## src/hw/ptp_regs.svh

```systemverilog
// Purpose: Register map and constants of the pulse-train position front end
// Assumes: AXI4-Lite, 32-bit words, byte addresses
// Notes: Offsets are word aligned
`ifndef PTP_REGS_SVH
`define PTP_REGS_SVH
`define PTP_OFS_MODE 5'h00
`define PTP_OFS_REFCFG 5'h04
`define PTP_OFS_GEAR 5'h08
`define PTP_OFS_STATUS 5'h0c
`define PTP_OFS_ERROR 5'h10
`define PTP_OFS_FBPOS 5'h14
`define PTP_MODE_POSITION 4'h1
`define PTP_CLR_HIGH 2'h0
`define PTP_CLR_RISE 2'h1
`define PTP_CLR_LOW 2'h2
`define PTP_CLR_FALL 2'h3
`define PTP_AUTO_BASEBLOCK 2'h0
`define PTP_AUTO_NONE 2'h1
`define PTP_AUTO_ALARM 2'h2
`define PTP_FORM_SIGN_PULSE 4'h0
`define PTP_FORM_CW_CCW 4'h1
`define PTP_GEAR_NUM_RST 16'h0004
`define PTP_GEAR_DEN_RST 16'h0001
`define PTP_FB_FRAC_BITS 8
`define PTP_RESP_OKAY 2'h0
`define PTP_RESP_SLVERR 2'h2
`endif

```

## src/hw/ptp_pkg.sv

```systemverilog
// Purpose: Types of the pulse-train position front end
// Assumes: ptp_regs.svh constants
// Notes: All block state is one packed struct
package ptp_pkg;
   typedef struct packed {
      logic [4:0] awaddr;
      logic awvalid;
      logic [31:0] wdata;
      logic [3:0] wstrb;
      logic wvalid;
      logic bready;
      logic [4:0] araddr;
      logic arvalid;
      logic rready;
   } ptp_axi_in_t;
   typedef struct packed {
      logic awready;
      logic wready;
      logic [1:0] bresp;
      logic bvalid;
      logic arready;
      logic [31:0] rdata;
      logic [1:0] rresp;
      logic rvalid;
   } ptp_axi_out_t;
   typedef struct packed {
      logic ref_pulse_in;
      logic ref_sign_in;
      logic error_clear_in;
      logic servo_on_cmd;
      logic main_power_ok;
      logic alarm_active;
      logic fb_up;
      logic fb_down;
   } ptp_pins_t;
   typedef struct packed {
      ptp_axi_out_t axi;
      logic [3:0] control_mode_param;
      logic [3:0] ref_pulse_form_sel;
      logic [1:0] clear_signal_form_sel;
      logic [1:0] auto_clear_mode_sel;
      logic [15:0] gear_numerator;
      logic [15:0] gear_denominator;
      logic [15:0] num_pend;
      logic [15:0] den_pend;
      logic [15:0] gear_acc;
      logic [31:0] pos_error;
      logic [31:0] fb_pos;
      logic aw_held;
      logic w_held;
      logic [4:0] aw_addr;
      logic [31:0] w_data;
      logic [3:0] w_strb;
      logic pulse_d;
      logic clr_d;
      logic clr_active;
      logic loop_enable;
      logic gear_rev;
   } ptp_state_t;
endpackage : ptp_pkg

```

## src/hw/ptp_core.sv

```systemverilog
// Purpose: Pulse-train position input, gear scaling and position error counter
// Assumes: All pin inputs synchronous to ref_clk; AXI4-Lite slave for setup
// Notes: Gear values written by software apply only on the restart command
// Notes on behaviour
// - Position control from pulse train only when control mode digit equals 1.
// - Pulse and sign inputs decoded by the selected input form.
// - Clear mode 0 clears continuously while clear input is high.
// - Clear mode 1 clears once on each rising clear edge.
// - Clear mode 2 clears continuously while clear input is low.
// - Clear mode 3 clears once on each falling clear edge.
// - Any clear forces the position error counter to zero.
// - Position loop is disabled while a clear is in effect.
// - Unconnected clear input reads low and never clears in mode 0.
// - Auto-clear mode 0 also clears during baseblock: servo off, power off, alarm.
// - Auto-clear mode 1 never clears automatically, only by clear input.
// - Auto-clear mode 2 also clears automatically while an alarm is present.
// - Feedback position is held in units of 1/256 scale pitch.
// - Each reference pulse is scaled by numerator over denominator.
// - Numerator range 1..65535, default 4, applied at restart.
// - Denominator range 1..65535, default 1, applied at restart.
// - In sign-plus-pulse form, sign high is forward, low is reverse.
`timescale 1ns/10ps
`default_nettype none
`include "ptp_regs.svh"
module ptp_core (
   input wire logic ref_clk,
   input wire logic rst,
   input wire ptp_pkg::ptp_axi_in_t axi_in,
   output var ptp_pkg::ptp_axi_out_t axi_out,
   input wire ptp_pkg::ptp_pins_t pins,
   input wire logic restart_cmd,
   output logic [31:0] pos_error,
   output logic loop_enable
);
   import ptp_pkg::*;

   ptp_state_t s_r;
   ptp_state_t s_nxt;
   logic pulse_rise;
   logic step_fwd;
   logic step_rev;
   logic [16:0] acc_sum;
   logic [31:0] gear_steps;
   logic step_dir_rev;
   logic clr_edge_rise;
   logic clr_edge_fall;
   logic clr_by_pin;
   logic clr_auto;
   logic clr_now;
   logic pos_mode;
   logic do_write;
   logic [31:0] rd_word;

   // ----------------------------------------------------------------
   // Reference pulse decode and gear
   // ----------------------------------------------------------------
   always_comb begin
      pos_mode = (s_r.control_mode_param == `PTP_MODE_POSITION);
      pulse_rise = pins.ref_pulse_in & ~s_r.pulse_d;
      step_fwd = 1'b0;
      step_rev = 1'b0;
      if (pos_mode && pulse_rise) begin
         if (s_r.ref_pulse_form_sel == `PTP_FORM_CW_CCW) begin
            // Sign line level sets direction in this form: high counts reverse, low counts forward
            step_fwd = ~pins.ref_sign_in;
            step_rev = pins.ref_sign_in;
         end else begin
            step_fwd = pins.ref_sign_in;
            step_rev = ~pins.ref_sign_in;
         end
      end
      // Bresenham style division: remainder accumulates so no count is lost
      acc_sum = {1'b0, s_r.gear_acc};
      if (step_fwd || step_rev) begin
         acc_sum = {1'b0, s_r.gear_acc} + {1'b0, s_r.gear_numerator};
      end
   end

   // ----------------------------------------------------------------
   // Clear selection
   // ----------------------------------------------------------------
   always_comb begin
      clr_edge_rise = pins.error_clear_in & ~s_r.clr_d;
      clr_edge_fall = ~pins.error_clear_in & s_r.clr_d;
      unique case (s_r.clear_signal_form_sel)
         `PTP_CLR_HIGH: clr_by_pin = pins.error_clear_in;
         `PTP_CLR_RISE: clr_by_pin = clr_edge_rise;
         `PTP_CLR_LOW: clr_by_pin = ~pins.error_clear_in;
         `PTP_CLR_FALL: clr_by_pin = clr_edge_fall;
      endcase
      unique case (s_r.auto_clear_mode_sel)
         `PTP_AUTO_BASEBLOCK: clr_auto = ~pins.servo_on_cmd | ~pins.main_power_ok | pins.alarm_active;
         `PTP_AUTO_NONE: clr_auto = 1'b0;
         `PTP_AUTO_ALARM: clr_auto = pins.alarm_active;
         default: clr_auto = 1'b0;
      endcase
      clr_now = clr_by_pin | clr_auto;
   end

   // ----------------------------------------------------------------
   // Next state
   // ----------------------------------------------------------------
   always_comb begin
      s_nxt = s_r;
      gear_steps = 32'h0;
      // Trailing gear steps keep the direction of the pulse that produced them
      step_dir_rev = (step_fwd || step_rev) ? step_rev : s_r.gear_rev;
      s_nxt.gear_rev = step_dir_rev;
      s_nxt.pulse_d = pins.ref_pulse_in;
      s_nxt.clr_d = pins.error_clear_in;
      s_nxt.clr_active = clr_now;
      s_nxt.loop_enable = pos_mode & ~clr_now;
      // One step of the division per clock; input pulses are far slower
      if (acc_sum >= {1'b0, s_r.gear_denominator}) begin
         s_nxt.gear_acc = 16'(acc_sum - {1'b0, s_r.gear_denominator});
         gear_steps = 32'h1;
      end else begin
         s_nxt.gear_acc = acc_sum[15:0];
      end
      if (pins.fb_up) begin
         s_nxt.fb_pos = s_r.fb_pos + 32'h1;
      end else if (pins.fb_down) begin
         s_nxt.fb_pos = s_r.fb_pos - 32'h1;
      end
      begin
         logic [31:0] e;
         e = s_r.pos_error;
         if (step_dir_rev) begin
            e = e - gear_steps;
         end else begin
            e = e + gear_steps;
         end
         if (pins.fb_up) begin
            e = e - 32'h1;
         end else if (pins.fb_down) begin
            e = e + 32'h1;
         end
         s_nxt.pos_error = clr_now ? 32'h0 : e;
         if (clr_now) begin
            s_nxt.gear_acc = 16'h0;
         end
      end
      if (restart_cmd) begin
         s_nxt.gear_numerator = s_r.num_pend;
         s_nxt.gear_denominator = s_r.den_pend;
         s_nxt.gear_acc = 16'h0;
      end

      // AXI4-Lite write
      if (s_r.axi.awready && axi_in.awvalid) begin
         s_nxt.aw_held = 1'b1;
         s_nxt.aw_addr = axi_in.awaddr;
         s_nxt.axi.awready = 1'b0;
      end
      if (s_r.axi.wready && axi_in.wvalid) begin
         s_nxt.w_held = 1'b1;
         s_nxt.w_data = axi_in.wdata;
         s_nxt.w_strb = axi_in.wstrb;
         s_nxt.axi.wready = 1'b0;
      end
      do_write = s_r.aw_held && s_r.w_held && !s_r.axi.bvalid;
      if (do_write) begin
         s_nxt.aw_held = 1'b0;
         s_nxt.w_held = 1'b0;
         s_nxt.axi.bvalid = 1'b1;
         s_nxt.axi.bresp = `PTP_RESP_OKAY;
         unique case (s_r.aw_addr)
            `PTP_OFS_MODE: begin
               if (s_r.w_strb[0]) begin
                  s_nxt.control_mode_param = s_r.w_data[3:0];
               end
            end
            `PTP_OFS_REFCFG: begin
               if (s_r.w_strb[0]) begin
                  s_nxt.ref_pulse_form_sel = s_r.w_data[3:0];
                  s_nxt.clear_signal_form_sel = s_r.w_data[5:4];
               end
               if (s_r.w_strb[1]) begin
                  s_nxt.auto_clear_mode_sel = s_r.w_data[9:8];
               end
            end
            `PTP_OFS_GEAR: begin
               // Zero is outside the range and is refused as an error
               if (s_r.w_data[15:0] == 16'h0 || s_r.w_data[31:16] == 16'h0) begin
                  s_nxt.axi.bresp = `PTP_RESP_SLVERR;
               end else begin
                  s_nxt.num_pend = s_r.w_data[15:0];
                  s_nxt.den_pend = s_r.w_data[31:16];
               end
            end
            default: s_nxt.axi.bresp = `PTP_RESP_SLVERR;
         endcase
      end
      if (s_r.axi.bvalid && axi_in.bready) begin
         s_nxt.axi.bvalid = 1'b0;
         s_nxt.axi.awready = 1'b1;
         s_nxt.axi.wready = 1'b1;
      end

      // AXI4-Lite read
      rd_word = 32'h0;
      unique case (axi_in.araddr)
         `PTP_OFS_MODE: rd_word = {28'h0, s_r.control_mode_param};
         `PTP_OFS_REFCFG: rd_word = {22'h0, s_r.auto_clear_mode_sel, 2'h0, s_r.clear_signal_form_sel,
                                     s_r.ref_pulse_form_sel};
         `PTP_OFS_GEAR: rd_word = {s_r.gear_denominator, s_r.gear_numerator};
         `PTP_OFS_STATUS: rd_word = {30'h0, s_r.loop_enable, s_r.clr_active};
         `PTP_OFS_ERROR: rd_word = s_r.pos_error;
         `PTP_OFS_FBPOS: rd_word = s_r.fb_pos;
         default: rd_word = 32'h0;
      endcase
      if (s_r.axi.arready && axi_in.arvalid) begin
         s_nxt.axi.arready = 1'b0;
         s_nxt.axi.rvalid = 1'b1;
         s_nxt.axi.rdata = rd_word;
         s_nxt.axi.rresp = (axi_in.araddr > `PTP_OFS_FBPOS || axi_in.araddr[1:0] != 2'h0) ?
                           `PTP_RESP_SLVERR : `PTP_RESP_OKAY;
      end
      if (s_r.axi.rvalid && axi_in.rready) begin
         s_nxt.axi.rvalid = 1'b0;
         s_nxt.axi.arready = 1'b1;
      end
   end

   // ----------------------------------------------------------------
   // State register
   // ----------------------------------------------------------------
   always_ff @(posedge ref_clk or posedge rst) begin
      if (rst) begin
         s_r <= '0;
         s_r.axi.awready <= 1'b1;
         s_r.axi.wready <= 1'b1;
         s_r.axi.arready <= 1'b1;
         s_r.gear_numerator <= `PTP_GEAR_NUM_RST;
         s_r.gear_denominator <= `PTP_GEAR_DEN_RST;
         s_r.num_pend <= `PTP_GEAR_NUM_RST;
         s_r.den_pend <= `PTP_GEAR_DEN_RST;
      end else begin
         s_r <= s_nxt;
      end
   end

   always_comb begin
      axi_out = s_r.axi;
      pos_error = s_r.pos_error;
      loop_enable = s_r.loop_enable;
   end

   // ----------------------------------------------------------------
   // Checks
   // ----------------------------------------------------------------
   a_clear_zeroes_error: assert property (@(posedge ref_clk) disable iff (rst)
      clr_now |=> (s_r.pos_error == 32'h0)) else $error("error not zero after clear");
   a_clear_stops_loop: assert property (@(posedge ref_clk) disable iff (rst)
      clr_now |=> !loop_enable) else $error("loop enabled during clear");
   a_high_level_clear: assert property (@(posedge ref_clk) disable iff (rst)
      (s_r.clear_signal_form_sel == `PTP_CLR_HIGH && pins.error_clear_in) |-> clr_now)
      else $error("high level clear missed");
   a_rise_once_only: assert property (@(posedge ref_clk) disable iff (rst)
      (s_r.clear_signal_form_sel == `PTP_CLR_RISE && $past(pins.error_clear_in) && pins.error_clear_in)
      |-> !clr_by_pin) else $error("rising mode cleared while held");
   a_low_level_clear: assert property (@(posedge ref_clk) disable iff (rst)
      (s_r.clear_signal_form_sel == `PTP_CLR_LOW && !pins.error_clear_in) |-> clr_now)
      else $error("low level clear missed");
   a_fall_edge_clear: assert property (@(posedge ref_clk) disable iff (rst)
      (s_r.clear_signal_form_sel == `PTP_CLR_FALL && $fell(pins.error_clear_in)) |-> clr_now)
      else $error("falling edge clear missed");
   a_no_auto_clear: assert property (@(posedge ref_clk) disable iff (rst)
      (s_r.auto_clear_mode_sel == `PTP_AUTO_NONE && !clr_by_pin) |=> s_r.loop_enable == $past(pos_mode))
      else $error("automatic clear in mode 1");
   a_alarm_clears: assert property (@(posedge ref_clk) disable iff (rst)
      ((s_r.auto_clear_mode_sel == `PTP_AUTO_BASEBLOCK || s_r.auto_clear_mode_sel == `PTP_AUTO_ALARM)
       && pins.alarm_active) |=> pos_error == 32'h0)
      else $error("alarm did not clear error");
   a_mode_gates_loop: assert property (@(posedge ref_clk) disable iff (rst)
      (s_r.control_mode_param != `PTP_MODE_POSITION) |=> !loop_enable) else $error("loop without mode 1");
   a_gear_on_restart: assert property (@(posedge ref_clk) disable iff (rst)
      !restart_cmd |=> $stable(s_r.gear_numerator) && $stable(s_r.gear_denominator))
      else $error("gear changed without restart");
endmodule : ptp_core
`default_nettype wire

```

## config.mk

```make
export PLATFORM = sky130hd
export DESIGN_NAME = ptp_core
export DESIGN_NICKNAME = d
export VERILOG_FILES = /design/src/hw/ptp_pkg.sv /design/src/hw/ptp_core.sv
export VERILOG_INCLUDE_DIRS = /design/src /design/src/hw
export SDC_FILE = /design/constraint.sdc
export NUM_CORES = 1
export LEC_CHECK = 0
export BUFFER_PORTS_ARGS = -buffer_cell sky130_fd_sc_hd__buf_2
export CAP_MARGIN = 25
export CORE_ASPECT_RATIO = 1.25
export CORE_MARGIN = 2
export CORE_UTILIZATION = 44
export DETAILED_ROUTE_END_ITERATION = 6
export PLACE_DENSITY = 0.72
export SETUP_SLACK_MARGIN = 0.05
export SLEW_MARGIN = 0
export SYNTH_ARGS = -nofsm -noshare
export SYNTH_HDL_FRONTEND = slang
export SYNTH_SLANG_ARGS = --single-unit
```

## constraint.sdc

```tcl
create_clock -name ref_clk -period 9.7 [get_ports ref_clk]
set_clock_uncertainty 0.2 [all_clocks]
set_input_delay 1.455 -clock ref_clk [delete_from_list [all_inputs] [get_ports ref_clk]]
set_output_delay 1.455 -clock ref_clk [all_outputs]
set_load 0.005 [all_outputs]
```

After elaboration in Yosys (flattened, before gate mapping)
Index checks and enable logic that the tools add are counted.

Register bits: 243. Bits of input ports: 62. Output and inout port bits: 74.

$add $sub $neg: 8. $lt $le $gt $ge: 2. Equality and inequality tests: 13. Multiplexer cells: 33. Bitwise operators: 15. Reductions and logical operators: 31.

Operators with widths (number): 32-bit two-way mux (6); 32-bit one-hot mux with 6 select lines (1); 32-bit by 1-bit adder with 32-bit output, second input constant (2); 32-bit by 1-bit subtractor with 32-bit output, second input constant (2); 16-bit two-way mux (3); 36-bit two-way mux (1); 32-bit adder (1); 16-bit logical NOT (2); 32-bit subtractor (1); 16-bit by 16-bit adder with 17-bit output (1); 17-bit by 16-bit greater-or-equal comparator with 1-bit output (1); 17-bit two-way mux (1); 2-bit nonzero test (8); 16-bit subtractor (1); 5-bit by 4-bit equality test with 1-bit output, second input constant (3); 1-bit two-way mux (14); 3-bit AND reduction (4); 5-bit by 3-bit equality test with 1-bit output, second input constant (2); 5-bit equality test, second input constant (2); 5-bit logical NOT (2); 4-bit by 1-bit equality test with 1-bit output, second input constant (2); 1-bit logical AND (8); 2-bit two-way mux (4); 1-bit NOT (8); other kinds (12) (22).

Logic depth before layout (Yosys ltp)
Gate-level depths: netlist (run 1).

Depth after elaboration: 14. Depth in mapped cells: 35. Gate-level depth less buffers: 33.

Worst setup path after synthesis (run 1)
No wires, ideal clock.

Kind: input to register. Start point: input pins[7] in the netlist's numbering. End point: register s_r (netlist bit pos_error[31]). Arrival time: 8.125 ns. Data required time: 9.375 ns. Setup slack: 1.251 ns. Stages: 26. Cells stage by stage: or3b_2 clkbuf_1 clkbuf_1 o41ai_1 ha_1 nand4_1 nor2_1 a21o_1 or4_1 or3_1 a21boi_1 clkbuf_1 or2_2 ha_1 buf_6 a211oi_2 nand2_1 or3_1 o21ba_1 buf_6 o31a_1 o311a_1 nor4_2 nand4_1 o32ai_2 mux2_2.

RTL lines: start: declaration (line ptp_core.sv:30) `input wire ptp_pkg::ptp_pins_t pins,`; end signal: assignment (line ptp_core.sv:239) `s_r <= s_nxt;`; end: declaration (line ptp_core.sv:37) `ptp_state_t s_r;`.

==> flow_metrics.tcl, run 1 <==
set metrics [dict create \
    status "finished clean" \
    dr.first_iter.drc_count 1038 \
    clk_pin_slew_ns 0.07 \
    hold_class "reg -> reg" \
    synth_edf_count 0 \
    cts_max_level 1 \
    place_congestion 0.925 \
    endpoint_kind "flop" \
    syn_area_sq_um 16400 \
    min_period_over_period_pct 94.4 \
    ys_warn_count 0 \
    async_flop_share_pct 100 \
    grt_first_pass_wirelength_microns 72500 \
    slew_headroom_pct 32.6 \
    rsz0062_at_grt "no" \
    slowest_delay_ns 0.77 \
    num_vias 13700 \
    grt_pass1_vias 13200 \
    drc 0 \
    clkLatencyLatePin_ns 0.54 \
    crit_slowest_cell "nor4_1" \
    drtPass1Iterations 7 \
    synthCells 1760 \
    drive_above_1_share_pct 20.1 \
    grt.total_usage_pct 23.9 \
    grt_overflow 0 \
    drv_cap 0 \
    grt_max_degree 84 \
    drt-total-wl_microns 47700 \
    num-fill-cells 3530 \
    post_drt_wl_per_cell_microns 20.8 \
    cts_tree "done" \
    route.met3.wl_microns 2050 \
    ctsHoldBuffers 0 \
    worstSetupPathType "reg -> reg" \
    cts_buffers 24 \
    dieHeight_microns 220 \
    arrival_ns 9.38 \
    ios 136 \
    multiInputGateArea_sq_um 9310 \
    cts-root-buf "clkbuf_16" \
    syn_area_per_cell_sq_um 9.31 \
    synthToLayoutAreaGrowth_pct 8.69 \
    initial_utilization_pct 44.3 \
    cts_setup_buffers 0 \
    dieArea_sq_um 38800 \
    clock_sinks 241 \
    path_max_fanout 8 \
    final_nets 1951 \
    wl_met2_microns 24500 \
    antenna_found_initial 1 \
    report.final.hold_viol_count 0 \
    ys.flop_type "dfrtp_1" \
    drv_slew 0 \
    dp_hpwl_microns 36400 \
    finalSetupViolCount 0 \
    num_rows 79 \
    layout_commonest_cell "dfrtp_1" \
    ys_ff_latch 241 \
    wl_met1_microns 18800 \
    start_kind "flop" \
    yosysSeqAreaShare_pct 36.8 \
    dieWidth_microns 177 \
    worstMarginPinSlew_ns 1.01 \
    final_cell_mix "234 x dfrtp_1, 164 x nand2_1, 132 x o21ai_0, 131 x buf_2, 118 x nor2_1" \
    dr.max_layer_used "met4" \
    via_per_inst 5.95 \
    io_buffers 131 \
    seqCellArea_sq_um 6040 \
    period_needed_ns 9.15 \
    ant_nets 0 \
    ys_types 99 \
    cp_data_required_time_ns 9.93 \
    tns_ns 0 \
    cts_buffer_depth 3 \
    timing.fmax_mhz 109 \
    core_area_sq_um 37000 \
]
==> kinds of logic after synthesis <==
| family | count (synthesis) | synth area share [%] |
|---|---|---|
| and+or+nand+nor | 545 | 16.6 |
| AOI/OAI and AO/OA | 456 | 18.6 |
| other | 1 | 0.0229 |
| xor gates and xnor gates | 89 | 4.87 |
| buffers and inverters | 200 | 6.62 |
| adders and majority gates | 99 | 7.74 |
| DFF | 241 | 36.8 |
| muxes | 129 | 8.74 |
==> layer usage <==
| layer | vias up | GRT usage [%] |
|---|---|---|
| li1 | 6468 | - |
| met1 | 6670 | 28.2 |
| met2 | 407 | 43.9 |
| met3 | 113 | 2.09 |
| met4 | 0 | 11.1 |
| met5 | - | 0 |
==> synthesized netlist by cell type (12+ instances only) <==
cell	n	area [sq um]
and2_1	13	81.3
mux2_2	113	1270
nand2_1	164	616
or3_1	15	93.8
o21a_1	24	180
xor2_1	36	315
or2_2	16	100
dfrtp_1	234	5860
a211oi_1	15	113
a222oi_1	29	290
a21o_1	34	255
nor3_1	34	170
buf_4	75	563
o21bai_1	12	90.1
nand4_1	24	150
nand2b_1	12	75.1
clkbuf_1	53	199
inv_1	54	203
nor2_1	120	450
o211ai_1	15	113
and3_1	17	106
nor2b_1	13	81.3
xnor2_1	52	455
ha_1	95	1190
nor4_1	26	163
nand3_1	40	200
mux2i_1	16	160
a21oi_1	90	450
o21ai_0	133	666
==> cell type report <==
cell class                      count  share of cell area [%]
Clock inverter                     14                   0.815
Timing Repair Buffer              148                    4.66
Multi-Input combinational cell   1320                    52.2
Clock buffer                       30                    3.78
Inverter                           55                    1.20
Antenna cell                        1                  0.0140
Sequential cell                   241                    33.9
Tap cell                          486                    3.41
==> flip-flops by register name (all words and copies together) (netlist names) <==
register	count
axi_out	39
pos_error	32
loop_enable	1
s_r	169
==> path summary, 6_finish.rpt <==
path / to / from / slack (ns) / cells after the start
max in group asynchronous: axi_out[35]$_DFFE_PP1P_ / rst / 7.41 / 4
worst max-delay path: pos_error[25]$_DFF_PP0_ / s_r[176]$_DFFE_PP0P_ / 0.55 / 30
min in group asynchronous: s_r[33]$_DFFE_PP0P_ / rst / 0.79 / 2
worst max register to register: pos_error[25]$_DFF_PP0_ / s_r[176]$_DFFE_PP0P_ / 0.55 / 30
worst min-delay path: axi_out[22]$_DFFE_PP0P_ / axi_out[22]$_DFFE_PP0P_ / 0.28 / 2
worst min register to register: axi_out[22]$_DFFE_PP0P_ / axi_out[22]$_DFFE_PP0P_ / 0.28 / 2
==> through the flow <==
step | hold slack [ns] | setup WS [ns] | util [%] | instance area, sq um | instances
floorplan | 0.244 | 1.25 | - | 16400 | 1761
global placement | 0.262 | 0.411 | 45.8 | 16900 | 2247
detailed placement | 0.265 | 0.387 | 45.8 | 16900 | 2247
CTS | 0.281 | 0.529 | 48.0 | 17700 | 2291
global route | 0.295 | 0.153 | 48.2 | 17800 | 2295
finish | 0.277 | 0.545 | 48.2 | 17800 | 2295
==> repair_timing <==
action / 4_1_cts / 5_1_grt
gates resized for setup: 0 / 1
endpoints found under the hold margin: 0 / 0
setup endpoints to repair: 0 / 1
==> worst max-delay path, delay by kind of cell, from the launching register on <==
| family | cells | cell delay (ns) |
|---|---|---|
| AND/OR/NAND/NOR | 11 | 3.15 |
| adder cells (fa/ha/maj) | 4 | 1.23 |
| XOR/XNOR | 1 | 0.25 |
| flip-flops | 1 | 0.42 |
| buffers and inverters | 2 | 0.62 |
| AO/OA/AOI/OAI | 12 | 3.16 |
Power of run 1 is left out: the tool's default activity adds up to more than one toggle a clock period on the data nets, which glitch-free logic cannot reach.
==> inputs of run 2 (changes only) <==
- CELL_PAD_IN_SITES_DETAIL_PLACEMENT: unset -> 0
- CELL_PAD_IN_SITES_GLOBAL_PLACEMENT: unset -> 1
- PLACE_DENSITY: 0.72 -> 0.86
==> run 2 against run 1 <==
  * Critical path depth shrank 1
  * Wire length shrank 6.9%
  * Clock-buffer cell count is the same
  * Non-clock buffer count grew 4
  * Hold slack lost 0.0026 ns
  * Highest routed layer unchanged
==> flow_metrics.tcl, run 2 (synthesis gave the netlist of run 1 again) <==
set metrics [dict create \
    cts_buffer_depth 3 \
    num_rows 79 \
    timing.fmax_mhz 110 \
    arrival_ns 9.33 \
    via_per_inst 5.81 \
    final_cell_mix "234 x dfrtp_1, 164 x nand2_1, 132 x o21ai_0, 131 x buf_2, 118 x nor2_1" \
    largest_register "s_r" \
    core_area_sq_um 37000 \
    grt_pass1_vias 12900 \
    dieArea_sq_um 38800 \
    endpoint_kind "flop" \
    dieHeight_microns 220 \
    place_congestion 0.911 \
    cts_buffers 23 \
    dr.first_iter.drc_count 823 \
    grt_first_pass_wirelength_microns 69300 \
    drc 0 \
    drv_slew 0 \
    largest_reg_flops 169 \
    clk_pin_slew_ns 0.07 \
    rsz0062_at_grt "no" \
    path_max_fanout 18 \
    initial_utilization_pct 44.3 \
    dp_hpwl_microns 34100 \
    finalSetupViolCount 0 \
    clock_sinks 241 \
    num-fill-cells 3537 \
    io_buffers 131 \
    crit_slowest_cell "nor4b_1" \
    period_needed_ns 9.10 \
    whs_ns 0.274 \
    grt_overflow 0 \
    layout_commonest_cell "dfrtp_1" \
    antenna_cells 0 \
    slew_headroom_pct 36.2 \
    ant_nets 0 \
    grt.total_usage_pct 22.5 \
    drive_above_1_share_pct 20.3 \
    ctsHoldBuffers 0 \
    worstMarginPinSlew_ns 0.943 \
    antenna_found_initial 0 \
    start_kind "flop" \
    dieWidth_microns 177 \
    drv_cap 0 \
    final_nets 1954 \
    slowest_delay_ns 0.68 \
    cts-root-buf "clkbuf_16" \
    hold_class "reg -> reg" \
    ios 136 \
    grt_max_degree 114 \
    post_drt_wl_per_cell_microns 19.3 \
    synthToLayoutAreaGrowth_pct 8.74 \
    cts_max_level 1 \
    status "finished clean" \
    drt-total-wl_microns 44400 \
    report.final.hold_viol_count 0 \
    clkLatencyLatePin_ns 0.55 \
    worstSetupPathType "reg -> reg" \
    tns_ns 0 \
    cp_data_required_time_ns 9.93 \
    num_vias 13300 \
    drtPass1Iterations 6 \
    cts_tree "done" \
    min_period_over_period_pct 93.8 \
]
[run 2: cell count changes in the layout (fill, tap and decap cells not counted), sizes merged]
cell	before	now
buf	148	152
bufinv	2	1
diode	1	0
inv	56	55
[run 2: metal layers]
layer | up-vias | GRT usage [%] | part of all wire [%]
met5 | - | 0 | 0
met4 | 0 | 9.15 | 3.9
met3 | 78 | 2.61 | 4.7
met2 | 303 | 39.5 | 50
met1 | 6503 | 28.2 | 42
li1 | 6453 | - | -
[run 2: area by class of cell]
class	count	area [sq um]	area share, %
multi-input combinational	1320	9310	52.2
tap	486	608	3.41
clock inverter	12	114	0.639
inverter	55	214	1.20
timing repair buffer	152	873	4.90
sequential	241	6040	33.9
clock buffer	30	672	3.77
[run 2: path summary, 6_finish.rpt]
check                                startpoint                 endpoint  cells past startpoint  slack [ns]
max                        s_r[178]$_DFFE_PP1P_  pos_error[28]$_DFF_PP0_                     29        0.60
min                         s_r[79]$_DFFE_PP0P_      s_r[79]$_DFFE_PP0P_                      1        0.27
max reg2reg                s_r[178]$_DFFE_PP1P_  pos_error[28]$_DFF_PP0_                     29        0.60
min reg2reg                 s_r[79]$_DFFE_PP0P_      s_r[79]$_DFFE_PP0P_                      1        0.27
max in group asynchronous                   rst  axi_out[34]$_DFFE_PP0P_                      3        7.13
min in group asynchronous                   rst      s_r[24]$_DFFE_PP0P_                      2        0.82
[run 2: per-stage QoR]
stage          area (sq um)  worst slack, ns  util [%]  instances
6_report              17800            0.601      48.2       2296
2_1_floorplan         16400             1.25         -       1761
4_1_cts               17800            0.674      48.0       2294
3_3_place_gp          16900            0.586      45.8       2251
5_1_grt               17800           0.0775      48.2       2296
3_5_place_dp          17000            0.558      45.9       2252
[run 2: critical path: cells and delay by family, from the launching register on]
family	cells	cell delay, ns
adders and majority gates	3	1.02
AOI/OAI and AO/OA	13	3.06
and+or+nand+nor	11	3.43
DFF	1	0.57
buffers and inverters	1	0.31
muxes	1	0.38
[run 2: timing repair]
action,4_1_cts,5_1_grt
gates resized for setup,0,2
buffers inserted,0,0
setup endpoints to repair,0,1
Power of run 2 is left out for the same reason.
